**config.mk**
```make
export PLATFORM = sky130hd
export DESIGN_NAME = npe_host_ctrl
export DESIGN_NICKNAME = d
export VERILOG_FILES = /design/src/logic/npe_pkg.sv /design/src/logic/npe_bus_cycle.sv /design/src/logic/npe_host_ctrl.sv /design/src/logic/npe_wait_timer.sv
export SDC_FILE = /design/constraint.sdc
export NUM_CORES = 1
export LEC_CHECK = 0
export ABC_AREA = 1
export BUFFER_PORTS_ARGS = -buffer_cell sky130_fd_sc_hd__buf_2
export CORE_ASPECT_RATIO = 1.25
export CORE_MARGIN = 4
export CORE_UTILIZATION = 58
export DETAILED_ROUTE_END_ITERATION = 8
export HOLD_SLACK_MARGIN = 0.05
export PLACE_DENSITY = 0.79
export SYNTH_ARGS = -nofsm -noshare
export SYNTH_HDL_FRONTEND = slang
export SYNTH_SLANG_ARGS = --single-unit
```
**constraint.sdc**
```tcl
create_clock -name mclk_in -period 2.6 [get_ports mclk_in]
set_clock_uncertainty 0.05 [all_clocks]
set_input_delay 0.65 -clock mclk_in [delete_from_list [all_inputs] [get_ports mclk_in]]
set_output_delay 0.65 -clock mclk_in [all_outputs]
set_load 0.03 [all_outputs]
```
**src/logic/npe_pkg.sv**
```systemverilog
package npe_pkg;
	// device command bytes
	localparam logic [7:0] CMD_PTR_FIRST   = 8'h00;
	localparam logic [7:0] CMD_PTR_SECOND  = 8'h01;
	localparam logic [7:0] CMD_PTR_SPARE   = 8'h50;
	localparam logic [7:0] CMD_DATA_IN     = 8'h80;
	localparam logic [7:0] CMD_PROG_GO     = 8'h10;
	localparam logic [7:0] CMD_PROG_DUMMY  = 8'h11;
	localparam logic [7:0] CMD_ERASE_SETUP = 8'h60;
	localparam logic [7:0] CMD_ERASE_GO    = 8'hD0;
	localparam logic [7:0] CMD_STATUS      = 8'h70;
	localparam logic [7:0] CMD_STATUS_MP   = 8'h71;

	// device status byte
	localparam int STS_FAIL  = 0;
	localparam int STS_READY = 6;

	// device address layout
	localparam int A_CYC1_LO = 9;
	localparam int A_CYC2_LO = 17;
	localparam int A_TOP     = 25;
	localparam int A_PAGE_HI = 13;
	localparam int A_PAGE_W  = A_PAGE_HI - A_CYC1_LO + 1;
	localparam logic [1:0] ADDR_IDX_FIRST = 2'h0;
	localparam logic [1:0] ADDR_IDX_BLOCK = 2'h1;
	localparam logic [1:0] ADDR_IDX_LAST  = 2'h3;
	localparam logic [9:0] PAGE_BYTES     = 10'h210;
	localparam logic [2:0] MAX_PLANES     = 3'h4;

	// timing, 20 MHz clock
	localparam int CLK_PERIOD_NS = 50;
	localparam int T_WB_NS       = 100;
	localparam int T_WHR_NS      = 60;
	localparam logic [3:0] WB_CYC  = 4'((T_WB_NS + CLK_PERIOD_NS - 1) / CLK_PERIOD_NS);
	localparam logic [3:0] WHR_CYC = 4'((T_WHR_NS + CLK_PERIOD_NS - 1) / CLK_PERIOD_NS);

	// software register map, byte addresses
	localparam logic [4:0] REG_CTRL = 5'h00;
	localparam logic [4:0] REG_ADDR = 5'h04;
	localparam logic [4:0] REG_LEN  = 5'h08;
	localparam logic [4:0] REG_DATA = 5'h0C;
	localparam logic [4:0] REG_STAT = 5'h10;
	localparam int CTRL_W      = 6;
	localparam int LEN_W       = 10;
	localparam int STAT_BUSY   = 8;
	localparam int STAT_REFUSE = 9;
	localparam int STAT_RB     = 10;
	localparam int STAT_MP     = 11;
	localparam int STAT_ECNT   = 12;
	localparam logic [31:0] WORD_ZERO = 32'h0000_0000;

	localparam logic [2:0] OP_PROGRAM = 3'h1;
	localparam logic [2:0] OP_ERASE   = 3'h2;
	localparam logic [2:0] OP_STATUS  = 3'h3;
	localparam logic [2:0] OP_READ    = 3'h4;
	localparam logic [1:0] PTR_FIRST  = 2'h0;
	localparam logic [1:0] PTR_SECOND = 2'h1;
	localparam logic [1:0] PTR_SPARE  = 2'h2;

	typedef struct packed {
		logic       mp;
		logic [1:0] ptr;
		logic [2:0] op;
	} npe_ctrl_t;

	typedef struct packed {
		logic       cle;
		logic       ale;
		logic       we_n;
		logic       re_n;
		logic       io_oe;
		logic [7:0] io;
	} npe_pins_t;

	typedef enum logic [1:0] {KIND_CMD, KIND_ADDR, KIND_WR, KIND_RD} npe_kind_t;

	typedef enum logic [3:0] {
		BC_IDLE  = 4'h1,
		BC_SETUP = 4'h2,
		BC_LOW   = 4'h4,
		BC_HIGH  = 4'h8
	} npe_bc_state_t;

	typedef enum logic [13:0] {
		ST_IDLE      = 14'h0001,
		ST_PTR       = 14'h0002,
		ST_SETUP     = 14'h0004,
		ST_ADDR      = 14'h0008,
		ST_DATA_WAIT = 14'h0010,
		ST_DATA_XFER = 14'h0020,
		ST_CONFIRM   = 14'h0040,
		ST_WAIT_WB   = 14'h0080,
		ST_STAT_CMD  = 14'h0100,
		ST_STAT_GAP  = 14'h0200,
		ST_STAT_RD   = 14'h0400,
		ST_RB_WAIT   = 14'h0800,
		ST_RD_WAIT   = 14'h1000,
		ST_RD_XFER   = 14'h2000
	} npe_state_t;
endpackage

```
**src/logic/npe_bus_cycle.sv**
```systemverilog
`timescale 1ns/1ps
module npe_bus_cycle (
	input  wire logic                 mclk_in,
	input  wire logic                 rstn_in,
	input  wire logic                 go_in,
	input  npe_pkg::npe_kind_t        kind_in,
	input  wire logic [7:0]           byte_in,
	input  wire logic [7:0]           io_in,
	output npe_pkg::npe_pins_t        pins_out,
	output logic                      busy_out,
	output logic                      done_out,
	output logic [7:0]                rdata_out
);
	npe_pkg::npe_bc_state_t bc_reg;
	npe_pkg::npe_kind_t     kind_reg;

	// one strobe per byte: setup, strobe low, strobe high with data held
	always_ff @(posedge mclk_in)
	begin
		if (!rstn_in)
		begin
			bc_reg    <= npe_pkg::BC_IDLE;
			kind_reg  <= npe_pkg::KIND_CMD;
			pins_out  <= '{cle: 1'b0, ale: 1'b0, we_n: 1'b1, re_n: 1'b1, io_oe: 1'b0, io: 8'h00};
			busy_out  <= 1'b0;
			done_out  <= 1'b0;
			rdata_out <= 8'h00;
		end
		else
		begin
			done_out <= 1'b0;
			case (bc_reg)
				npe_pkg::BC_IDLE:
				begin
					if (go_in)
					begin
						kind_reg       <= kind_in;
						pins_out.cle   <= (kind_in == npe_pkg::KIND_CMD);
						pins_out.ale   <= (kind_in == npe_pkg::KIND_ADDR);
						pins_out.io_oe <= (kind_in != npe_pkg::KIND_RD);
						pins_out.io    <= byte_in;
						busy_out       <= 1'b1;
						bc_reg         <= npe_pkg::BC_SETUP;
					end
				end
				npe_pkg::BC_SETUP:
				begin
					if (kind_reg == npe_pkg::KIND_RD)
						pins_out.re_n <= 1'b0;
					else
						pins_out.we_n <= 1'b0;
					bc_reg <= npe_pkg::BC_LOW;
				end
				npe_pkg::BC_LOW:
				begin
					// read data is valid a full clock after the read strobe fell
					if (kind_reg == npe_pkg::KIND_RD)
						rdata_out <= io_in;
					pins_out.re_n <= 1'b1;
					pins_out.we_n <= 1'b1;
					bc_reg        <= npe_pkg::BC_HIGH;
				end
				npe_pkg::BC_HIGH:
				begin
					pins_out.cle   <= 1'b0;
					pins_out.ale   <= 1'b0;
					pins_out.io_oe <= 1'b0;
					busy_out       <= 1'b0;
					done_out       <= 1'b1;
					bc_reg         <= npe_pkg::BC_IDLE;
				end
				default:
					bc_reg <= npe_pkg::BC_IDLE;
			endcase
		end
	end
endmodule // npe_bus_cycle

```
**src/logic/npe_host_ctrl.sv**
```systemverilog
`timescale 1ns/1ps
module npe_host_ctrl (
	input  wire logic        mclk_in,
	input  wire logic        rstn_in,
	input  wire logic [4:0]  avs_address_in,
	input  wire logic        avs_read_in,
	input  wire logic        avs_write_in,
	input  wire logic [31:0] avs_writedata_in,
	input  wire logic [3:0]  avs_byteenable_in,
	output logic [31:0]      avs_readdata_out,
	output logic             avs_waitrequest_out,
	output logic             ce_n_out,
	output logic             cle_out,
	output logic             ale_out,
	output logic             we_n_out,
	output logic             read_strobe_n_out,
	output logic             wp_n_out,
	output logic [7:0]       io_out,
	output logic             io_oe_out,
	input  wire logic [7:0]  io_in,
	input  wire logic        rb_in
);
	npe_pkg::npe_state_t state_reg;
	npe_pkg::npe_ctrl_t  ctrl_reg;
	npe_pkg::npe_ctrl_t  wr_ctrl;
	npe_pkg::npe_pins_t  pins;
	npe_pkg::npe_kind_t  cyc_kind;
	logic [31:0] addr_reg;
	logic [31:0] readdata_next;
	logic [31:0] readdata_reg;
	logic [9:0]  len_reg;
	logic [9:0]  cnt_reg;
	logic [1:0]  addr_idx_reg;
	logic [7:0]  data_reg;
	logic [7:0]  rd_byte_reg;
	logic [7:0]  status_reg;
	logic [7:0]  cyc_byte;
	logic [7:0]  cyc_rdata;
	logic [7:0]  ptr_cmd;
	logic [4:0]  mp_page_reg;
	logic [2:0]  erase_cnt_reg;
	logic [3:0]  tmr_load;
	logic        rd_valid_reg;
	logic        mp_prog_reg;
	logic        stat_mp_reg;
	logic        refused_reg;
	logic        waitreq_reg;
	logic        ce_n_reg;
	logic        wp_n_reg;
	logic        cyc_go_reg;
	logic        cyc_busy;
	logic        cyc_done;
	logic        cyc_state;
	logic        tmr_go_reg;
	logic        tmr_busy;
	logic        tmr_done;
	logic        tmr_state;
	logic        is_data;
	logic        data_wr_ok;
	logic        data_rd_ok;
	logic        av_ack;
	logic        ctrl_go;
	logic        ctrl_ok;
	logic        rd_pending;
	logic        is_erase;

	////////////////////////////////////////////////////////////////////////////////
	// pins

	npe_bus_cycle u_cycle (
		.mclk_in   (mclk_in),
		.rstn_in   (rstn_in),
		.go_in     (cyc_go_reg),
		.kind_in   (cyc_kind),
		.byte_in   (cyc_byte),
		.io_in     (io_in),
		.pins_out  (pins),
		.busy_out  (cyc_busy),
		.done_out  (cyc_done),
		.rdata_out (cyc_rdata)
	);

	npe_wait_timer u_timer (
		.mclk_in  (mclk_in),
		.rstn_in  (rstn_in),
		.go_in    (tmr_go_reg),
		.load_in  (tmr_load),
		.busy_out (tmr_busy),
		.done_out (tmr_done)
	);

	assign cle_out             = pins.cle;
	assign ale_out             = pins.ale;
	assign we_n_out            = pins.we_n;
	assign read_strobe_n_out   = pins.re_n;
	assign io_out              = pins.io;
	assign io_oe_out           = pins.io_oe;
	assign ce_n_out            = ce_n_reg;
	assign wp_n_out            = wp_n_reg;
	assign avs_readdata_out    = readdata_reg;
	assign avs_waitrequest_out = waitreq_reg;

	////////////////////////////////////////////////////////////////////////////////
	// byte and strobe selection

	assign is_erase = (ctrl_reg.op == npe_pkg::OP_ERASE);
	assign tmr_load = (state_reg == npe_pkg::ST_WAIT_WB) ? npe_pkg::WB_CYC : npe_pkg::WHR_CYC;

	always_comb
	begin
		case (ctrl_reg.ptr)
			npe_pkg::PTR_SECOND: ptr_cmd = npe_pkg::CMD_PTR_SECOND;
			npe_pkg::PTR_SPARE:  ptr_cmd = npe_pkg::CMD_PTR_SPARE;
			default:             ptr_cmd = npe_pkg::CMD_PTR_FIRST;
		endcase
	end

	function automatic logic [7:0] addr_byte(input logic [1:0] idx, input logic erase, input logic [31:0] a);
		logic [31:0] m;
		m = a;
		if (erase)
			m[npe_pkg::A_PAGE_HI:npe_pkg::A_CYC1_LO] = '0;
		case (idx)
			npe_pkg::ADDR_IDX_FIRST: addr_byte = m[7:0];
			npe_pkg::ADDR_IDX_BLOCK: addr_byte = m[npe_pkg::A_CYC1_LO +: 8];
			npe_pkg::ADDR_IDX_LAST:  addr_byte = {7'h00, m[npe_pkg::A_TOP]};
			default:                 addr_byte = m[npe_pkg::A_CYC2_LO +: 8];
		endcase
	endfunction

	always_comb
	begin
		cyc_kind  = npe_pkg::KIND_CMD;
		cyc_byte  = 8'h00;
		cyc_state = 1'b1;
		tmr_state = 1'b0;
		case (state_reg)
			npe_pkg::ST_PTR:       cyc_byte = ptr_cmd;
			npe_pkg::ST_SETUP:     cyc_byte = is_erase ? npe_pkg::CMD_ERASE_SETUP : npe_pkg::CMD_DATA_IN;
			npe_pkg::ST_ADDR:
			begin
				cyc_kind = npe_pkg::KIND_ADDR;
				cyc_byte = addr_byte(addr_idx_reg, is_erase, addr_reg);
			end
			npe_pkg::ST_DATA_XFER:
			begin
				cyc_kind = npe_pkg::KIND_WR;
				cyc_byte = data_reg;
			end
			npe_pkg::ST_CONFIRM:
			begin
				if (is_erase)
					cyc_byte = npe_pkg::CMD_ERASE_GO;
				else if (ctrl_reg.mp)
					cyc_byte = npe_pkg::CMD_PROG_DUMMY;
				else
					cyc_byte = npe_pkg::CMD_PROG_GO;
			end
			npe_pkg::ST_STAT_CMD:  cyc_byte = stat_mp_reg ? npe_pkg::CMD_STATUS_MP : npe_pkg::CMD_STATUS;
			npe_pkg::ST_STAT_RD:   cyc_kind = npe_pkg::KIND_RD;
			npe_pkg::ST_RD_XFER:   cyc_kind = npe_pkg::KIND_RD;
			npe_pkg::ST_WAIT_WB,
			npe_pkg::ST_STAT_GAP:
			begin
				cyc_state = 1'b0;
				tmr_state = 1'b1;
			end
			default:               cyc_state = 1'b0;
		endcase
	end

	////////////////////////////////////////////////////////////////////////////////
	// command legality

	assign wr_ctrl = npe_pkg::npe_ctrl_t'(avs_writedata_in[npe_pkg::CTRL_W-1:0]);

	always_comb
	begin
		ctrl_ok = 1'b0;
		if (state_reg == npe_pkg::ST_IDLE)
		begin
			case (wr_ctrl.op)
				npe_pkg::OP_PROGRAM:
					ctrl_ok = (len_reg != '0) && (len_reg <= npe_pkg::PAGE_BYTES)
						&& (erase_cnt_reg == '0)
						&& !((wr_ctrl.ptr == npe_pkg::PTR_SECOND) && (wr_ctrl.mp || mp_prog_reg))
						&& !(mp_prog_reg && (addr_reg[npe_pkg::A_PAGE_HI:npe_pkg::A_CYC1_LO] != mp_page_reg));
				npe_pkg::OP_ERASE:
					ctrl_ok = !mp_prog_reg && !(wr_ctrl.mp && (erase_cnt_reg >= npe_pkg::MAX_PLANES - 3'h1));
				npe_pkg::OP_STATUS:
					ctrl_ok = 1'b1;
				npe_pkg::OP_READ:
					ctrl_ok = (len_reg != '0) && (len_reg <= npe_pkg::PAGE_BYTES) && !mp_prog_reg
						&& (erase_cnt_reg == '0);
				default:
					ctrl_ok = 1'b0;
			endcase
		end
	end

	////////////////////////////////////////////////////////////////////////////////
	// avalon slave: answers one cycle after the request is seen, data port stalls

	assign is_data    = (avs_address_in == npe_pkg::REG_DATA);
	assign data_wr_ok = (state_reg == npe_pkg::ST_DATA_WAIT) || (state_reg == npe_pkg::ST_IDLE);
	assign data_rd_ok = ((state_reg == npe_pkg::ST_RD_WAIT) && rd_valid_reg) || (state_reg == npe_pkg::ST_IDLE);
	assign av_ack     = waitreq_reg && ((avs_write_in && (!is_data || data_wr_ok))
		|| (avs_read_in && (!is_data || data_rd_ok)));
	assign ctrl_go    = av_ack && avs_write_in && (avs_address_in == npe_pkg::REG_CTRL) && avs_byteenable_in[0];
	assign rd_pending = waitreq_reg && avs_read_in && is_data;

	always_comb
	begin
		readdata_next = npe_pkg::WORD_ZERO;
		if (avs_address_in == npe_pkg::REG_CTRL)
			readdata_next[npe_pkg::CTRL_W-1:0] = ctrl_reg;
		else if (avs_address_in == npe_pkg::REG_ADDR)
			readdata_next = addr_reg;
		else if (avs_address_in == npe_pkg::REG_LEN)
			readdata_next[npe_pkg::LEN_W-1:0] = len_reg;
		else if (is_data)
			readdata_next[7:0] = (state_reg == npe_pkg::ST_IDLE) ? 8'h00 : rd_byte_reg;
		else if (avs_address_in == npe_pkg::REG_STAT)
		begin
			readdata_next[7:0]                 = status_reg;
			readdata_next[npe_pkg::STAT_BUSY]   = (state_reg != npe_pkg::ST_IDLE);
			readdata_next[npe_pkg::STAT_REFUSE] = refused_reg;
			readdata_next[npe_pkg::STAT_RB]     = rb_in;
			readdata_next[npe_pkg::STAT_MP]     = mp_prog_reg;
			readdata_next[npe_pkg::STAT_ECNT +: 3] = erase_cnt_reg;
		end
	end

	always_ff @(posedge mclk_in)
	begin
		if (!rstn_in)
		begin
			waitreq_reg  <= 1'b1;
			readdata_reg <= npe_pkg::WORD_ZERO;
		end
		else
		begin
			waitreq_reg <= !av_ack;
			if (av_ack && avs_read_in)
				readdata_reg <= readdata_next;
		end
	end

	always_ff @(posedge mclk_in)
	begin
		if (!rstn_in)
		begin
			addr_reg    <= npe_pkg::WORD_ZERO;
			len_reg     <= '0;
			refused_reg <= 1'b0;
		end
		else
		begin
			if (av_ack && avs_write_in && (avs_address_in == npe_pkg::REG_ADDR))
			begin
				for (int i = 0; i < 4; i++)
				begin
					if (avs_byteenable_in[i])
						addr_reg[i*8 +: 8] <= avs_writedata_in[i*8 +: 8];
				end
			end
			if (av_ack && avs_write_in && (avs_address_in == npe_pkg::REG_LEN) && avs_byteenable_in[0])
				len_reg <= avs_writedata_in[npe_pkg::LEN_W-1:0];
			// a new refusal in the clearing cycle wins over the clear
			if ((ctrl_go && !ctrl_ok) || (av_ack && is_data && (state_reg == npe_pkg::ST_IDLE)))
				refused_reg <= 1'b1;
			else if (av_ack && avs_write_in && (avs_address_in == npe_pkg::REG_STAT)
				&& avs_writedata_in[npe_pkg::STAT_REFUSE])
				refused_reg <= 1'b0;
		end
	end

	////////////////////////////////////////////////////////////////////////////////
	// sequencer

	always_ff @(posedge mclk_in)
	begin
		if (!rstn_in)
		begin
			cyc_go_reg <= 1'b0;
			tmr_go_reg <= 1'b0;
		end
		else
		begin
			cyc_go_reg <= cyc_state && !cyc_busy && !cyc_go_reg && !cyc_done;
			tmr_go_reg <= tmr_state && !tmr_busy && !tmr_go_reg && !tmr_done;
		end
	end

	always_ff @(posedge mclk_in)
	begin
		if (!rstn_in)
		begin
			state_reg     <= npe_pkg::ST_IDLE;
			ctrl_reg      <= '0;
			cnt_reg       <= '0;
			addr_idx_reg  <= npe_pkg::ADDR_IDX_FIRST;
			data_reg      <= 8'h00;
			rd_byte_reg   <= 8'h00;
			rd_valid_reg  <= 1'b0;
			status_reg    <= 8'h00;
			mp_prog_reg   <= 1'b0;
			mp_page_reg   <= '0;
			erase_cnt_reg <= '0;
			stat_mp_reg   <= 1'b0;
			ce_n_reg      <= 1'b1;
			wp_n_reg      <= 1'b0;
		end
		else
		begin
			wp_n_reg <= 1'b1;
			case (state_reg)
				npe_pkg::ST_IDLE:
				begin
					if (ctrl_go && ctrl_ok)
					begin
						ctrl_reg <= wr_ctrl;
						cnt_reg  <= len_reg;
						ce_n_reg <= 1'b0;
						if (wr_ctrl.op == npe_pkg::OP_STATUS)
						begin
							stat_mp_reg <= wr_ctrl.mp;
							state_reg   <= npe_pkg::ST_STAT_CMD;
						end
						else if (wr_ctrl.op == npe_pkg::OP_ERASE)
							state_reg <= npe_pkg::ST_SETUP;
						else
							state_reg <= npe_pkg::ST_PTR;
					end
				end
				npe_pkg::ST_PTR:
				begin
					if (cyc_done)
					begin
						addr_idx_reg <= npe_pkg::ADDR_IDX_FIRST;
						state_reg    <= (ctrl_reg.op == npe_pkg::OP_READ) ? npe_pkg::ST_ADDR : npe_pkg::ST_SETUP;
					end
				end
				npe_pkg::ST_SETUP:
				begin
					if (cyc_done)
					begin
						addr_idx_reg <= is_erase ? npe_pkg::ADDR_IDX_BLOCK : npe_pkg::ADDR_IDX_FIRST;
						state_reg    <= npe_pkg::ST_ADDR;
					end
				end
				npe_pkg::ST_ADDR:
				begin
					if (cyc_done && (addr_idx_reg != npe_pkg::ADDR_IDX_LAST))
						addr_idx_reg <= addr_idx_reg + 2'h1;
					else if (cyc_done)
					begin
						if (ctrl_reg.op == npe_pkg::OP_PROGRAM)
							state_reg <= npe_pkg::ST_DATA_WAIT;
						else if (ctrl_reg.op == npe_pkg::OP_READ)
							state_reg <= npe_pkg::ST_WAIT_WB;
						else if (ctrl_reg.mp)
						begin
							// another plane's block follows before the single confirm
							erase_cnt_reg <= erase_cnt_reg + 3'h1;
							ce_n_reg      <= 1'b1;
							state_reg     <= npe_pkg::ST_IDLE;
						end
						else
							state_reg <= npe_pkg::ST_CONFIRM;
					end
				end
				npe_pkg::ST_DATA_WAIT:
				begin
					if (av_ack && avs_write_in && is_data)
					begin
						data_reg  <= avs_writedata_in[7:0];
						state_reg <= npe_pkg::ST_DATA_XFER;
					end
				end
				npe_pkg::ST_DATA_XFER:
				begin
					if (cyc_done)
					begin
						cnt_reg   <= cnt_reg - 10'h001;
						state_reg <= (cnt_reg == 10'h001) ? npe_pkg::ST_CONFIRM : npe_pkg::ST_DATA_WAIT;
					end
				end
				npe_pkg::ST_CONFIRM:
				begin
					if (cyc_done)
					begin
						if (is_erase)
						begin
							stat_mp_reg   <= (erase_cnt_reg != '0);
							erase_cnt_reg <= '0;
						end
						else
						begin
							stat_mp_reg <= ctrl_reg.mp || mp_prog_reg;
							mp_prog_reg <= ctrl_reg.mp;
							mp_page_reg <= addr_reg[npe_pkg::A_PAGE_HI:npe_pkg::A_CYC1_LO];
						end
						state_reg <= npe_pkg::ST_WAIT_WB;
					end
				end
				npe_pkg::ST_WAIT_WB:
				begin
					// busy is not valid on the pin until the write-to-busy time has passed
					if (tmr_done)
						state_reg <= (ctrl_reg.op == npe_pkg::OP_READ) ? npe_pkg::ST_RB_WAIT : npe_pkg::ST_STAT_CMD;
				end
				npe_pkg::ST_STAT_CMD:
				begin
					if (cyc_done)
						state_reg <= npe_pkg::ST_STAT_GAP;
				end
				npe_pkg::ST_STAT_GAP:
				begin
					if (tmr_done)
						state_reg <= npe_pkg::ST_STAT_RD;
				end
				npe_pkg::ST_STAT_RD:
				begin
					if (cyc_done)
					begin
						status_reg <= cyc_rdata;
						// status mode persists, so polling needs no new command
						if ((ctrl_reg.op == npe_pkg::OP_STATUS) || cyc_rdata[npe_pkg::STS_READY])
						begin
							ce_n_reg  <= 1'b1;
							state_reg <= npe_pkg::ST_IDLE;
						end
					end
				end
				npe_pkg::ST_RB_WAIT:
				begin
					if (rb_in)
						state_reg <= npe_pkg::ST_RD_WAIT;
				end
				npe_pkg::ST_RD_WAIT:
				begin
					if (av_ack && avs_read_in && is_data)
					begin
						rd_valid_reg <= 1'b0;
						cnt_reg      <= cnt_reg - 10'h001;
						if (cnt_reg == 10'h001)
						begin
							// one page per read; chip enable drops so no row crosses a block
							ce_n_reg  <= 1'b1;
							state_reg <= npe_pkg::ST_IDLE;
						end
					end
					else if (!rd_valid_reg && rd_pending)
						state_reg <= npe_pkg::ST_RD_XFER;
				end
				npe_pkg::ST_RD_XFER:
				begin
					if (cyc_done)
					begin
						rd_byte_reg  <= cyc_rdata;
						rd_valid_reg <= 1'b1;
						state_reg    <= npe_pkg::ST_RD_WAIT;
					end
				end
				default:
					state_reg <= npe_pkg::ST_IDLE;
			endcase
		end
	end
endmodule // npe_host_ctrl

```
**src/logic/npe_wait_timer.sv**
```systemverilog
`timescale 1ns/1ps
module npe_wait_timer (
	input  wire logic       mclk_in,
	input  wire logic       rstn_in,
	input  wire logic       go_in,
	input  wire logic [3:0] load_in,
	output logic            busy_out,
	output logic            done_out
);
	logic [3:0] cnt_reg;

	always_ff @(posedge mclk_in)
	begin
		if (!rstn_in)
		begin
			cnt_reg  <= 4'h0;
			busy_out <= 1'b0;
			done_out <= 1'b0;
		end
		else
		begin
			done_out <= 1'b0;
			if (go_in && !busy_out)
			begin
				cnt_reg  <= load_in;
				busy_out <= 1'b1;
			end
			else if (busy_out)
			begin
				if (cnt_reg <= 4'h1)
				begin
					busy_out <= 1'b0;
					done_out <= 1'b1;
				end
				else
					cnt_reg <= cnt_reg - 4'h1;
			end
		end
	end
endmodule // npe_wait_timer

```
## After elaboration in Yosys (flattened, before gate mapping)

Cells that the tools add are included.

- Add/sub/neg operators: 4
- Magnitude comparators: 3
- Equal/unequal tests: 71
- Mux-type cells: 108
- Bitwise operators: 4
- Reduce and logical (&&, ||, !) cells: 107

Operators with widths:

| kind | number |
|---|---|
| $mux 14 | 18 |
| $pmux 14 s14 | 1 |
| $mux 8 | 6 |
| $pmux 8 s6 | 1 |
| $logic_and 1x1->1 | 40 |
| $mux 10 | 4 |
| $ne 2x1->1 const B | 17 |
| $mux 1 | 33 |
| $mux 15 | 2 |
| $pmux 10 s3 | 1 |
| $reduce_and 2->1 | 15 |
| $mux 26 | 1 |
| $mux 3 | 8 |
| $ne 2x2->1 const B | 12 |
| $pmux 8 s3 | 1 |
| $mux 7 | 3 |
| $mux 9 | 2 |
| $mux 17 | 1 |
| $reduce_and 17->1 | 1 |
| $eq 14x1->1 const B | 1 |
| $eq 14x10->1 const B | 1 |
| $eq 14x11->1 const B | 1 |
| $eq 14x12->1 const B | 1 |
| $eq 14x13->1 const B | 1 |
| 62 further kinds | 125 |

- Bits in registers: 182
- Output and inout port bits: 48

## Depth between registers and ports, before layout

Gate-level depths: netlist of run 1.

- Depth in word-level cells: 13
- Gate-level depth with buffers: 19

## Hierarchy

From an unflattened synthesis of run 1, not the netlist that was laid out.

- Cell total of the unflattened synthesis: 1235
- Area, all modules: 8811.0 µm²

Modules (own cells, without submodules):

| module | instances | cells each | area each (µm²) | sequential area each (µm²) |
|---|---|---|---|---|
| npe_host_ctrl | 1 | 1044 | 7368.3 | 2942.8 |
| npe_bus_cycle | 1 | 135 | 1071.0 | 580.6 |
| npe_wait_timer | 1 | 56 | 371.6 | 120.1 |

## Worst setup path after synthesis of run 1

OpenSTA, ideal clock, no wires.

- Path kind: input port to flip-flop
- Start: in avs_address_in[1]
- End: reg state_reg[9]
- Data arrival time: 2252 ps
- Required time: 2437 ps
- Path slack: 185 ps
- Stages: 12
- Path buffers: 1
- Cell sequence: or2_1 nor3_4 nand2_1 nor2_1 nand4_2 o21ai_4 nand2_2 nor2_4 buf_6 nand2_1 nand2_1 nor2_1

- Cells in the longest elaborated chain, start to end: 12
- Elaborated cells between the ends (all ways): 25

RTL lines:

| element | line | text |
|---|---|---|
| start, declared | npe_host_ctrl.sv:5 | `input wire logic [4:0] avs_address_in,` |
| $eq 5x4->1 | npe_host_ctrl.sv:204 | `assign is_data = (avs_address_in == npe_pkg::REG_DATA);` |
| $logic_not 1->1 | npe_host_ctrl.sv:207, npe_host_ctrl.sv:208 |  |
| $logic_or 1x1->1, on equally long branches | npe_host_ctrl.sv:207, npe_host_ctrl.sv:208 |  |
| $logic_and 1x1->1, on equally long branches | npe_host_ctrl.sv:207, npe_host_ctrl.sv:208 |  |
| $logic_or 1x1->1 | npe_host_ctrl.sv:208 | `\|\| (avs_read_in && (!is_data \|\| data_rd_ok)));` |
| $logic_and 1x1->1 | npe_host_ctrl.sv:207 | `assign av_ack = waitreq_reg && ((avs_write_in && (!is_data \|\| data_wr_ok))` |
| $logic_and 1x1->1 | npe_host_ctrl.sv:209, npe_host_ctrl.sv:375 |  |
| $logic_and 1x1->1 (2 in series) | npe_host_ctrl.sv:209 | `assign ctrl_go = av_ack && avs_write_in && (avs_address_in == npe_pkg::REG_CTRL) && avs_byteenable_in[0];` |
| $logic_and 1x1->1 | npe_host_ctrl.sv:320 | `if (ctrl_go && ctrl_ok)` |
| $ne 2x1->1 (no line) | -- |  |
| $reduce_and 17->1 (no line) | -- |  |
| end signal, assigned | npe_host_ctrl.sv:328 | `state_reg <= npe_pkg::ST_STAT_CMD;` |
| end signal, assigned | npe_host_ctrl.sv:331 | `state_reg <= npe_pkg::ST_SETUP;` |
| end signal, assigned | npe_host_ctrl.sv:333 | `state_reg <= npe_pkg::ST_PTR;` |
| end, declared | npe_host_ctrl.sv:23 | `npe_pkg::npe_state_t state_reg;` |

Parallel ways exist; a longest one is shown, timed or not.
A chain may end at the register's enable or synchronous reset.

## Worst setup path after layout of run 1

- Start: reg state_reg[0]
- End: reg cnt_reg[7]

- Cells in the longest elaborated chain, start to end: 13
- Elaborated cells between the ends (all ways): 26

RTL lines:

| element | line | text |
|---|---|---|
| start signal, assigned | npe_host_ctrl.sv:299 | `state_reg <= npe_pkg::ST_IDLE;` |
| start signal, assigned | npe_host_ctrl.sv:328 |  |
| start signal, assigned | npe_host_ctrl.sv:331 |  |
| $eq 14x13->1 | npe_host_ctrl.sv:206, npe_host_ctrl.sv:317 |  |
| $logic_and 1x1->1 | npe_host_ctrl.sv:206 | `assign data_rd_ok = ((state_reg == npe_pkg::ST_RD_WAIT) && rd_valid_reg) \|\| (state_reg == npe_pkg::ST_IDLE);` |
| $logic_or 1x1->1 | npe_host_ctrl.sv:206 |  |
| $logic_or 1x1->1 | npe_host_ctrl.sv:208 |  |
| $logic_and 1x1->1 | npe_host_ctrl.sv:208 |  |
| $logic_or 1x1->1 | npe_host_ctrl.sv:208 |  |
| $logic_and 1x1->1 | npe_host_ctrl.sv:207 |  |
| $logic_and 1x1->1 (3 in series) | npe_host_ctrl.sv:209 |  |
| $logic_and 1x1->1 | npe_host_ctrl.sv:320 |  |
| $ne 2x1->1 (no line) | -- |  |
| $reduce_and 4->1 (no line) | -- |  |
| end signal, assigned | npe_host_ctrl.sv:323 | `cnt_reg <= len_reg;` |
| end signal, assigned | npe_host_ctrl.sv:385 | `cnt_reg <= cnt_reg - 10'h001;` |
| end signal, assigned | npe_host_ctrl.sv:446 | `cnt_reg <= cnt_reg - 10'h001;` |
| end, declared | npe_host_ctrl.sv:32 | `logic [9:0] cnt_reg;` |

Parallel ways exist; a longest one is shown, timed or not.

==> out/results.md, run 1 <==
| Metric | This run |
| --- | --- |
| CP Max Fanout | 5 |
| Area of the die | 0.01685 sq mm |
| Cells on worst reg2reg path | 15 |
| Maximum clock path buffer count | 2 |
| Core box area | 0.01447 sq mm |
| Number of register bits inferred by synthesis | 182 |
| Number of nets in the synthesized netlist | 1,268 |
| Fraction of registers with async set/reset | 0 |
| Static Leak | 0.004402 uW |
| Share of layout cells above drive strength 1 | 0.1768 |
| Maximum clock frequency | 418.6 MHz |
| Clock root buffer | sky130_fd_sc_hd__clkbuf_16 |
| Ranking of synthesized cells by area | sky130_fd_sc_hd__dfxtp_1, sky130_fd_sc_hd__nand2_1, sky130_fd_sc_hd__a21oi_1, sky130_fd_sc_hd__o21ai_0, sky130_fd_sc_hd__nor2_1 |
| Number of sinks handled by clock tree synthesis | 182 |
| Mean instance size in the synthesized netlist | 7.149 sq um |
| Unique masters post-synth | 53 |
| Summed instance area of the synthesized netlist | 0.008601 sq mm |
| Max Transition Viols Final | 0 |
| Sort of element at the end of the critical path | flop |
| Final Setup Violations | 0 |
| Insertion delay to the later sink of the worst-skew pair | 0.43 ns |
| Post-Route Setup TNS | 0 ns |
| Total power density per cell area | 892.1 mW/mm^2 |
| Gate Count Post-Synth | 1,203 |
| Post-synth EDFFs | 0 |
| Vias in the first global route | 8,054 |
| Max-slew headroom | 0.6284 |
| Combined global-route utilization of all metal layers | 0.3065 |
| Initial Util | 0.5944 |
| Main flop type after synthesis | sky130_fd_sc_hd__dfxtp_1 |
| Number of placed I/O pins | 102 |
| Synthesized-area fraction occupied by xor and xnor cells | 0.008147 |
| Category of the most critical setup path | flop to flop |
| Row Count | 49 |
| Cell taking the most area after synthesis | sky130_fd_sc_hd__dfxtp_1 |
| DP Wirelength | 18.70 mm |
| Largest net degree at the start of global routing | 108 |
| Class of the most critical hold timing path | flop to flop |
| DRC marker count from the first detailed-route iteration | 603 |
| Worst voltage drop across the vdd grid | 551.8 uV |
| Remaining DRCs | 0 |
| Area growth from synthesis to layout | 19.07% |
| Via count | 8,550 |
| Fin. Hold Viols | 0 |
| Data arrival time at the worst-slack endpoint | 2.66 ns |
| Final estimated routing congestion in global placement | 0.9305 |
| Remaining Overflow, GRT | 0 |
| Portion of synthesized cell area occupied by the leading cell type | 0.4236 |
| Y dimension of the die | 144.1 um |
| Result of the run | completed |
| Detailed-router iteration count before antenna repair | 6 |
| Slew of the pin with the lowest slew margin | 0.5560 ns |
| Per-cell via count in the routed design | 5.610 |
| Register area share after synthesis | 0.4236 |
| Number of clock buffers inserted by TritonCTS | 17 |
| Number of maximum-capacitance constraint violations | 0 |
| Final net count | 1,398 |
| Area share of and/or/nand/nor cells after synthesis | 0.2541 |
| Clock tree from TritonCTS | yes |
| Leading cell type in the layout, fill and taps excluded | sky130_fd_sc_hd__nand2_1 |
| CTS HTree Levels | 4 |
| Crit path launch type | flop |
| Number of antenna cells inserted | 0 |
| Setup repair after global routing missed its margin | false |
| Required time at the worst-slack endpoint | 2.87 ns |
| Synth Area in Compound Gates | 0.2076 |
| Global-route wire length before repair | 40.21 mm |
| Commonest non-fill, non-tap cells in the layout | sky130_fd_sc_hd__nand2_1, sky130_fd_sc_hd__dfxtp_1, sky130_fd_sc_hd__nor2_1 |
| Post-detailed-routing wire length | 25.30 mm |
| Post-CTS clock slew at the launch and capture registers of the worst setup and hold paths | 0.07 ns |
| Die Span X | 116.9 um |
| Yosys Warn Count | 0 |
| Portion of the clock cycle consumed by the worst path in the final layout | 0.9189 |
| WL/cell | 16.60 um |
| Main combinational cell family by area after synthesis | simple AND/OR/NAND/NOR gates |
| Clock period minus final worst setup slack | 2.389 ns |
| Portion of netlist area occupied by mux cells | 0 |
| Worst hold-check slack | 0.3739 ns |
| Number of nets with antenna violations after routing | 0 |
| Input/output buffers | 101 |
| Number of antenna violations at the first check in global routing | 0 |
| Number of cells traversed by the worst hold path | 1 |
| Adder and majority cell fraction of the synthesized area | 0.01600 |
final timing paths:
check | from | endpoint | slack [ns]
worst max-delay path | state_reg[0] | cnt_reg[7] | 0.21
worst min-delay path | tmr_go_reg | tmr_go_reg | 0.37
worst min register to register | tmr_go_reg | tmr_go_reg | 0.37
worst max register to register | state_reg[0] | cnt_reg[7] | 0.21
cells in the mapped netlist (4+ instances only):
cell	number
sky130_fd_sc_hd__a211oi_1	15
sky130_fd_sc_hd__a21oi_1	125
sky130_fd_sc_hd__a31oi_1	5
sky130_fd_sc_hd__buf_2	10
sky130_fd_sc_hd__clkbuf_1	31
sky130_fd_sc_hd__dfxtp_1	182
sky130_fd_sc_hd__ha_1	11
sky130_fd_sc_hd__inv_1	137
sky130_fd_sc_hd__inv_2	9
sky130_fd_sc_hd__nand2_1	198
sky130_fd_sc_hd__nand2_2	11
sky130_fd_sc_hd__nand3_1	73
sky130_fd_sc_hd__nand3_2	4
sky130_fd_sc_hd__nand4_1	17
sky130_fd_sc_hd__nor2_1	143
sky130_fd_sc_hd__nor2_4	5
sky130_fd_sc_hd__nor3_1	16
sky130_fd_sc_hd__o21a_1	6
sky130_fd_sc_hd__o21ai_0	112
sky130_fd_sc_hd__o21ai_1	9
sky130_fd_sc_hd__o22ai_1	27
sky130_fd_sc_hd__xor2_1	5
kinds of logic after synthesis:
| group | after synthesis |
|---|---|
| adders and majority gates | 11 |
| xor gates and xnor gates | 8 |
| AOI/OAI and AO/OA | 320 |
| buffers and inverters | 195 |
| DFF | 182 |
| and+or+nand+nor | 487 |
area by class of cell:
cell class                 count  area (sq um)
clock buffer                  18         439.2
clock inverter                14         185.2
fill                        1236          4228
inverter                     147         551.8
multi-input combinational    826          4192
sequential                   182          3643
tap                          178         222.7
timing repair buffer         159          1007
where the power goes:
part | total (uW) | internal, uW | switching (uW)
clock | 2740 | 1570 | 1170
sequential | 3110 | 2970 | 140
combinational | 3280 | 1220 | 2060
total | 9140 | 5760 | 3370
critical path: stages, from the launching register on:
cell and delay, ns:
sky130_fd_sc_hd__dfxtp_1 0.33, sky130_fd_sc_hd__nor2_1 0.20, sky130_fd_sc_hd__nand2_1 0.18, sky130_fd_sc_hd__nor2_4 0.19, sky130_fd_sc_hd__nand3_1 0.13, sky130_fd_sc_hd__nand3_2 0.09, sky130_fd_sc_hd__nand2_2 0.08, sky130_fd_sc_hd__nand2_2 0.10
sky130_fd_sc_hd__nand4_1 0.14, sky130_fd_sc_hd__nand2_1 0.13, sky130_fd_sc_hd__inv_1 0.09, sky130_fd_sc_hd__nor2_1 0.20, sky130_fd_sc_hd__nand2_1 0.11, sky130_fd_sc_hd__buf_4 0.17, sky130_fd_sc_hd__nand2_1 0.06, sky130_fd_sc_hd__a21oi_1 0.06
metal layers:
layer  vias to the layer above  GRT usage  routed length, um
met5                         -          0                  0
met4                         0     0.1564               1246
met3                        69    0.05609               1488
met2                       323     0.5103              12200
met1                      3884     0.3770              10360
li1                       4274          -                  -
stage by stage:
stage | util | cell area (sq um) | worst slack, ns | total power [uW] | std cells
finish | 0.7078 | 10240 | 0.2109 | 9136 | 1524
global placement | 0.6620 | 9578 | 0.01808 | 6251 | 1489
global route | 0.7078 | 10240 | 0.01218 | 9657 | 1524
CTS | 0.7051 | 10200 | 0.08521 | 8999 | 1521
detailed placement | 0.6620 | 9578 | -0.03344 | 6286 | 1489
floorplan | - | 8601 | 0.1850 | 5367 | 1203
what timing repair did:
item                                    4_1_cts  5_1_grt
hold buffers                                  0        0
endpoints found under the setup margin        0       61
setup buffers                                 0        3
resized for setup                             0        6
(Power assumes the default switching activity.)
==> run 2: changes to the inputs <==
ABC_AREA = 0   (was 1)
CORE_UTILIZATION = 59   (was 58)
PLACE_DENSITY = 0.81   (was 0.79)
==> run 2 against run 1 <==
Effect of this change:
- the flow now finishes with violations (negative setup slack)
- design area up 11%
- maximum frequency down 10%
- synthesized cell count decreased by 15%
- critical path type unchanged
- critical endpoint is now state_reg[10]
==> out/results.md, run 2 <==
| Metric | This run |
| --- | --- |
| Remaining DRCs | 0 |
| Row Count | 49 |
| Global-route wire length before repair | 44.65 mm |
| Commonest non-fill, non-tap cells in the layout | sky130_fd_sc_hd__dfxtp_1, sky130_fd_sc_hd__nor2_1, sky130_fd_sc_hd__buf_4 |
| Share of layout cells above drive strength 1 | 0.2960 |
| CTS HTree Levels | 4 |
| Setup repair after global routing missed its margin | true |
| Cell taking the most area after synthesis | sky130_fd_sc_hd__dfxtp_1 |
| Clock tree from TritonCTS | yes |
| Post-route total power | 8155 uW |
| DRC marker count from the first detailed-route iteration | 968 |
| Sort of element at the end of the critical path | flop |
| Leading cell type in the layout, fill and taps excluded | sky130_fd_sc_hd__dfxtp_1 |
| Unique masters post-synth | 71 |
| Worst voltage drop across the vdd grid | 580.2 uV |
| Max-slew headroom | 0.5854 |
| Number of placed I/O pins | 102 |
| Post-synth EDFFs | 0 |
| Number of antenna cells inserted | 0 |
| DP Wirelength | 20.10 mm |
| Layout filler cell count | 921 |
| Remaining Overflow, GRT | 0 |
| Most common cell in the netlist | sky130_fd_sc_hd__dfxtp_1 |
| WL/cell | 20.98 um |
| Combined global-route utilization of all metal layers | 0.3423 |
| Final net count | 1,275 |
| Largest net degree at the start of global routing | 58 |
| Per-cell via count in the routed design | 6.457 |
| Number of register bits inferred by synthesis | 182 |
| Vias in the first global route | 8,755 |
| Slew of the pin with the lowest slew margin | 0.6133 ns |
| Area of the die | 0.01674 sq mm |
| Via count | 9,046 |
| Fraction of registers with async set/reset | 0 |
| Clock period minus final worst setup slack | 2.664 ns |
| Data arrival time at the worst-slack endpoint | 2.94 ns |
| Required time at the worst-slack endpoint | 2.88 ns |
| Detailed-router iteration count before antenna repair | 7 |
| Storage element area | 0.003651 sq mm |
| Failing checks | negative setup slack |
| Summed instance area of the synthesized netlist | 0.008687 sq mm |
| Register area share after synthesis | 0.4194 |
| Post-detailed-routing wire length | 29.39 mm |
| Class of the most critical hold timing path | input port to flop |
| Die Span X | 116.5 um |
| Crit path launch type | flop |
| Number of maximum-capacitance constraint violations | 0 |
| Ranking of synthesized cells by area | sky130_fd_sc_hd__dfxtp_1, sky130_fd_sc_hd__mux2i_1, sky130_fd_sc_hd__nor2_1, sky130_fd_sc_hd__nand3_1, sky130_fd_sc_hd__o21ai_0 |
| Core box area | 0.01441 sq mm |
| Yosys Warn Count | 0 |
| Fin. Hold Viols | 0 |
| Mean instance size in the synthesized netlist | 8.533 sq um |
| Area of combinational cells with multiple inputs | 0.005045 sq mm |
| Gate Count Post-Synth | 1,018 |
| Insertion delay to the later sink of the worst-skew pair | 0.44 ns |
| Final estimated routing congestion in global placement | 0.9432 |
| Maximum clock path buffer count | 2 |
| Number of sinks handled by clock tree synthesis | 182 |
| Input/output buffers | 101 |
| Max Transition Viols Final | 0 |
| Number of antenna violations at the first check in global routing | 0 |
| Number of nets with antenna violations after routing | 0 |
| CP Max Fanout | 6 |
| Worst setup timing slack at the placement stage | -0.2441 ns |
| Clock root buffer | sky130_fd_sc_hd__clkbuf_16 |
| Hold buffers post-CTS | 0 |
| Static Leak | 0.004655 uW |
| Result of the run | finished with violations |
| Number of clock buffers inserted by TritonCTS | 17 |
| Main flop type after synthesis | sky130_fd_sc_hd__dfxtp_1 |
| Category of the most critical setup path | flop to flop |
| Y dimension of the die | 143.7 um |
| Post-route worst setup slack | -0.06397 ns |
| Top cells by instance count after synthesis | sky130_fd_sc_hd__dfxtp_1, sky130_fd_sc_hd__nor2_1, sky130_fd_sc_hd__mux2i_1 |
| Post-CTS clock slew at the launch and capture registers of the worst setup and hold paths | 0.07 ns |
| Maximum clock frequency | 375.4 MHz |
| Area growth from synthesis to layout | 31.05% |
| Final Setup Violations | 8 |
| Portion of synthesized cell area occupied by the leading cell type | 0.4194 |
| Number of nets in the synthesized netlist | 1,083 |
| Portion of the clock cycle consumed by the worst path in the final layout | 1.025 |
| Total power density per cell area | 716.3 mW/mm^2 |
| Initial Util | 0.6030 |
[run 2: metrics by stage]
| stage | cells | cell area (sq um) | hold WS (ns) | TNS, ns | utilization |
|---|---|---|---|---|---|
| 2_1_floorplan | 1018 | 8710 | 0.3887 | -0.05035 | - |
| 5_1_grt | 1401 | 11380 | 0.4004 | -3.132 | 0.7902 |
| 6_report | 1401 | 11380 | 0.3930 | -0.2141 | 0.7902 |
| 3_3_place_gp | 1359 | 10250 | 0.4015 | -8.279 | 0.7113 |
| 4_1_cts | 1391 | 11000 | 0.3872 | -0.04609 | 0.7632 |
| 3_5_place_dp | 1359 | 10250 | 0.4063 | -8.670 | 0.7113 |
[run 2: critical path: stages (launching register included)]
cell and delay (ns):
sky130_fd_sc_hd__dfxtp_1 0.34, sky130_fd_sc_hd__or4_4 0.57, sky130_fd_sc_hd__buf_4 0.17, sky130_fd_sc_hd__nor3_4 0.22
sky130_fd_sc_hd__buf_4 0.20, sky130_fd_sc_hd__nand2_1 0.16, sky130_fd_sc_hd__o221a_2 0.34, sky130_fd_sc_hd__nand4_2 0.14
sky130_fd_sc_hd__buf_6 0.16, sky130_fd_sc_hd__nor4_2 0.06, sky130_fd_sc_hd__o21a_1 0.17
[run 2: layer usage]
| layer | share of wire | global-route usage |
|---|---|---|
| met1 | 0.38 | 0.4170 |
| met3 | 0.078 | 0.07414 |
| met2 | 0.48 | 0.5464 |
| met5 | 0 | 0 |
| met4 | 0.065 | 0.2156 |
[run 2: path summary, 6_finish.rpt]
check	start	end	slack, ns	cells after the start
worst max-delay path	state_reg[1]	state_reg[10]	-0.06	10
worst min-delay path	io_in[3]	u_cycle.rdata_out[3]	0.39	3
worst max register to register	state_reg[1]	state_reg[10]	-0.06	10
worst min register to register	avs_readdata_out[30]	avs_readdata_out[30]	0.42	2
[run 2: power by group]
part / internal [uW] / leakage (uW) / switching, uW
clock: 1560 / 0.000302 / 1220
sequential: 2870 / 0.00147 / 60.0
combinational: 1040 / 0.00288 / 1410
total: 5460 / 0.00465 / 2690
[run 2: cell families after synthesis]
logic type,count (synthesis),share of synthesized area
AOI/OAI and AO/OA,213,0.1623
xor gates and xnor gates,11,0.01109
adders and majority gates,11,0.01584
buffers and inverters,94,0.04594
DFF,182,0.4194
muxes,93,0.1072
and+or+nand+nor,414,0.2382
[run 2: final cells by class]
| class | count | share of cell area |
|---|---|---|
| Clock buffer | 17 | 0.03737 |
| Clock inverter | 15 | 0.01879 |
| Inverter | 20 | 0.006814 |
| Multi-Input combinational cell | 743 | 0.4431 |
| Sequential cell | 182 | 0.3207 |
| Tap cell | 178 | 0.01956 |
| Timing Repair Buffer | 246 | 0.1536 |
[run 2: repair_timing]
item | in CTS | in global routing
pin swaps | 5 | 19
resized for setup | 22 | 70
gates cloned | 0 | 3
setup buffers | 1 | 7
setup endpoints to repair | 77 | 95
==> run 3: changes to the inputs <==
CORE_UTILIZATION = 44   (was 59)
CTS_CLUSTER_SIZE = 24   (was default)
PLACE_DENSITY = 0.63   (was 0.81)
==> run 3 against run 2 <==
Effect of this change:
- the flow still finishes with violations (negative setup slack)
- design area grew 1.5%
- global-route usage fell by 8.8 points
- power grew 0.34%
==> out/results.md, run 3 (synthesis results as in run 2) <==
| Metric | This run |
| --- | --- |
| Maximum clock frequency | 366.8 MHz |
| Largest net degree at the start of global routing | 77 |
| Number of maximum-capacitance constraint violations | 0 |
| Storage element area | 0.003651 sq mm |
| Category of the most critical setup path | flop to flop |
| Proportion of power drawn by combinational gates | 0.329 |
| Via count | 8,697 |
| Y dimension of the die | 165.1 um |
| Fin. Hold Viols | 0 |
| Number of sinks handled by clock tree synthesis | 182 |
| CP bufs+invs | 3 |
| Stage delay of the slowest cell on the critical path | 0.58 ns |
| Layout filler cell count | 1,781 |
| WL/cell | 19.51 um |
| Crit path launch type | flop |
| Per-cell via count in the routed design | 5.802 |
| Core box area | 0.01940 sq mm |
| Worst setup timing slack at the placement stage | -0.3077 ns |
| Worst hold-check slack | 0.3943 ns |
| CP Max Fanout | 7 |
| Combined global-route utilization of all metal layers | 0.2544 |
| Initial Util | 0.4478 |
| Static Leak | 0.004748 uW |
| Failing checks | negative setup slack |
| Worst voltage drop across the vdd grid | 610.5 uV |
| Remaining DRCs | 0 |
| Number of antenna cells inserted | 0 |
| Number of clock buffers inserted by TritonCTS | 17 |
| Total power density per cell area | 707.9 mW/mm^2 |
| Detailed-router iteration count before antenna repair | 6 |
| Clock period minus final worst setup slack | 2.726 ns |
| Cell repeated most along the worst path | sky130_fd_sc_hd__buf_6 |
| Area growth from synthesis to layout | 33.07% |
| Maximum clock path buffer count | 2 |
| Int Power | 5458 uW |
| Max-slew headroom | 0.5659 |
| Slew of the pin with the lowest slew margin | 0.6421 ns |
| Hold buffers post-CTS | 0 |
| Global-route wire length before repair | 44.22 mm |
| Number of antenna violations at the first check in global routing | 0 |
| Final net count | 1,286 |
| Post-CTS clock slew at the launch and capture registers of the worst setup and hold paths | 0.07 ns |
| Vias in the first global route | 8,349 |
| Number of placed I/O pins | 102 |
| Setup repair after global routing missed its margin | true |
| Post-detailed-routing wire length | 29.24 mm |
| Share of total power consumed by net switching | 0.3330 |
| Area of the die | 0.02207 sq mm |
| Class of the most critical hold timing path | input port to flop |
| Net switching power figure | 2725 uW |
| Area of combinational cells with multiple inputs | 0.005031 sq mm |
| CP delay by family, top | simple AND/OR/NAND/NOR gates |
| Cell area after layout | 0.01156 sq mm |
| Post-layout instance count excluding filler cells | 1,499 |
| Dpl cells | 1,451 |
| Leading cell type in the layout, fill and taps excluded | sky130_fd_sc_hd__dfxtp_1 |
| Commonest non-fill, non-tap cells in the layout | sky130_fd_sc_hd__dfxtp_1, sky130_fd_sc_hd__nor2_1, sky130_fd_sc_hd__buf_4 |
| Sequential share of power | 0.360 |
| Portion of the clock cycle consumed by the worst path in the final layout | 1.048 |
| Die Span X | 133.7 um |
| Result of the run | finished with violations |
| Max Transition Viols Final | 0 |
| CTS HTree Levels | 4 |
| Clock tree from TritonCTS | yes |
| Remaining Overflow, GRT | 0 |
| Clock root buffer | sky130_fd_sc_hd__clkbuf_16 |
| Insertion delay to the later sink of the worst-skew pair | 0.43 ns |
| Row Count | 57 |
| Share of layout cells above drive strength 1 | 0.3006 |
| Input/output buffers | 101 |
| Required time at the worst-slack endpoint | 2.85 ns |
| Critical Path, Cell by Cell | or4_4 -> buf_6 -> or4_4 -> nor3_4 -> o211ai_1 -> nand4_2 -> buf_6 -> buf_6 -> o311ai_4 |
| Number of nets with antenna violations after routing | 0 |
| Data arrival time at the worst-slack endpoint | 2.97 ns |
| Worst-case register-to-register setup slack | -0.13 ns |
| Sort of element at the end of the critical path | flop |
| Post-route worst setup slack | -0.1260 ns |
| Max stage delay cell, worst path | sky130_fd_sc_hd__or4_4 |
| Post-route total power | 8183 uW |
| Final Setup Violations | 25 |
| Standard cell area after detailed placement | 0.01043 sq mm |
| Final estimated routing congestion in global placement | 0.9212 |
| DRC marker count from the first detailed-route iteration | 822 |
| Share of total power in the clock network | 0.311 |
| DP Wirelength | 20.94 mm |
run 3: changes by cell type in the layout (fill, tap and decap cells not counted), sizes merged:
cell and delta:
bufinv -2, clkbuf +5, clkdlybuf4s15 +1, clkinv -1, a211o -1, clkinvlp -1, buf +10
run 3: power by group through the flow:
stage	combinational, uW	sequential [uW]	clock, uW
floorplan	965	3060	0
global placement	2030	3000	0
detailed placement	2010	3000	0
CTS	2080	2940	2570
global route	2820	2960	2670
finish	2690	2950	2540
run 3: stage by stage:
step	utilization	setup TNS [ns]
after floorplan	-	-0.05035
after global placement	0.5374	-5.443
after detailed placement	0.5374	-6.301
after CTS	0.5721	-0.03507
after global routing	0.5959	-6.402
final	0.5959	-1.346
run 3: repair_timing:
item,4_1_cts,5_1_grt
setup buffers,2,11
endpoints found under the setup margin,61,106
gates resized for setup,22,66
pin swaps,9,27
gates cloned,0,4
run 3: final timing paths:
path	startpoint	endpoint	depth (start not counted)
max reg2reg	state_reg[7]	state_reg[0]	9
min reg2reg	avs_readdata_out[26]	avs_readdata_out[26]	2
max	state_reg[7]	state_reg[0]	9
min	io_in[5]	u_cycle.rdata_out[5]	3
run 3: cell type report:
type / instances / share of cell area
clock buffers: 21 / 0.03897
clock inverters: 11 / 0.009958
inverters: 20 / 0.006711
multi-input cells: 742 / 0.4352
flip-flops and latches: 182 / 0.3158
well taps: 265 / 0.02868
repair buffers: 258 / 0.1646
run 3: worst min-delay path, cell delays in order:
cell and delay [ns]:
sky130_fd_sc_hd__buf_2 0.07, sky130_fd_sc_hd__mux2i_1 0.05, sky130_fd_sc_hd__nor2_1 0.07
run 3: routing by layer:
layer | routed length [um] | share of wire | global-route usage | vias to the layer above
li1 | - | - | - | 4117
met1 | 12240 | 0.42 | 0.3135 | 4205
met2 | 14350 | 0.49 | 0.4385 | 307
met3 | 1487 | 0.051 | 0.03545 | 68
met4 | 1157 | 0.040 | 0.1258 | 0
met5 | 0 | 0 | 0 | -
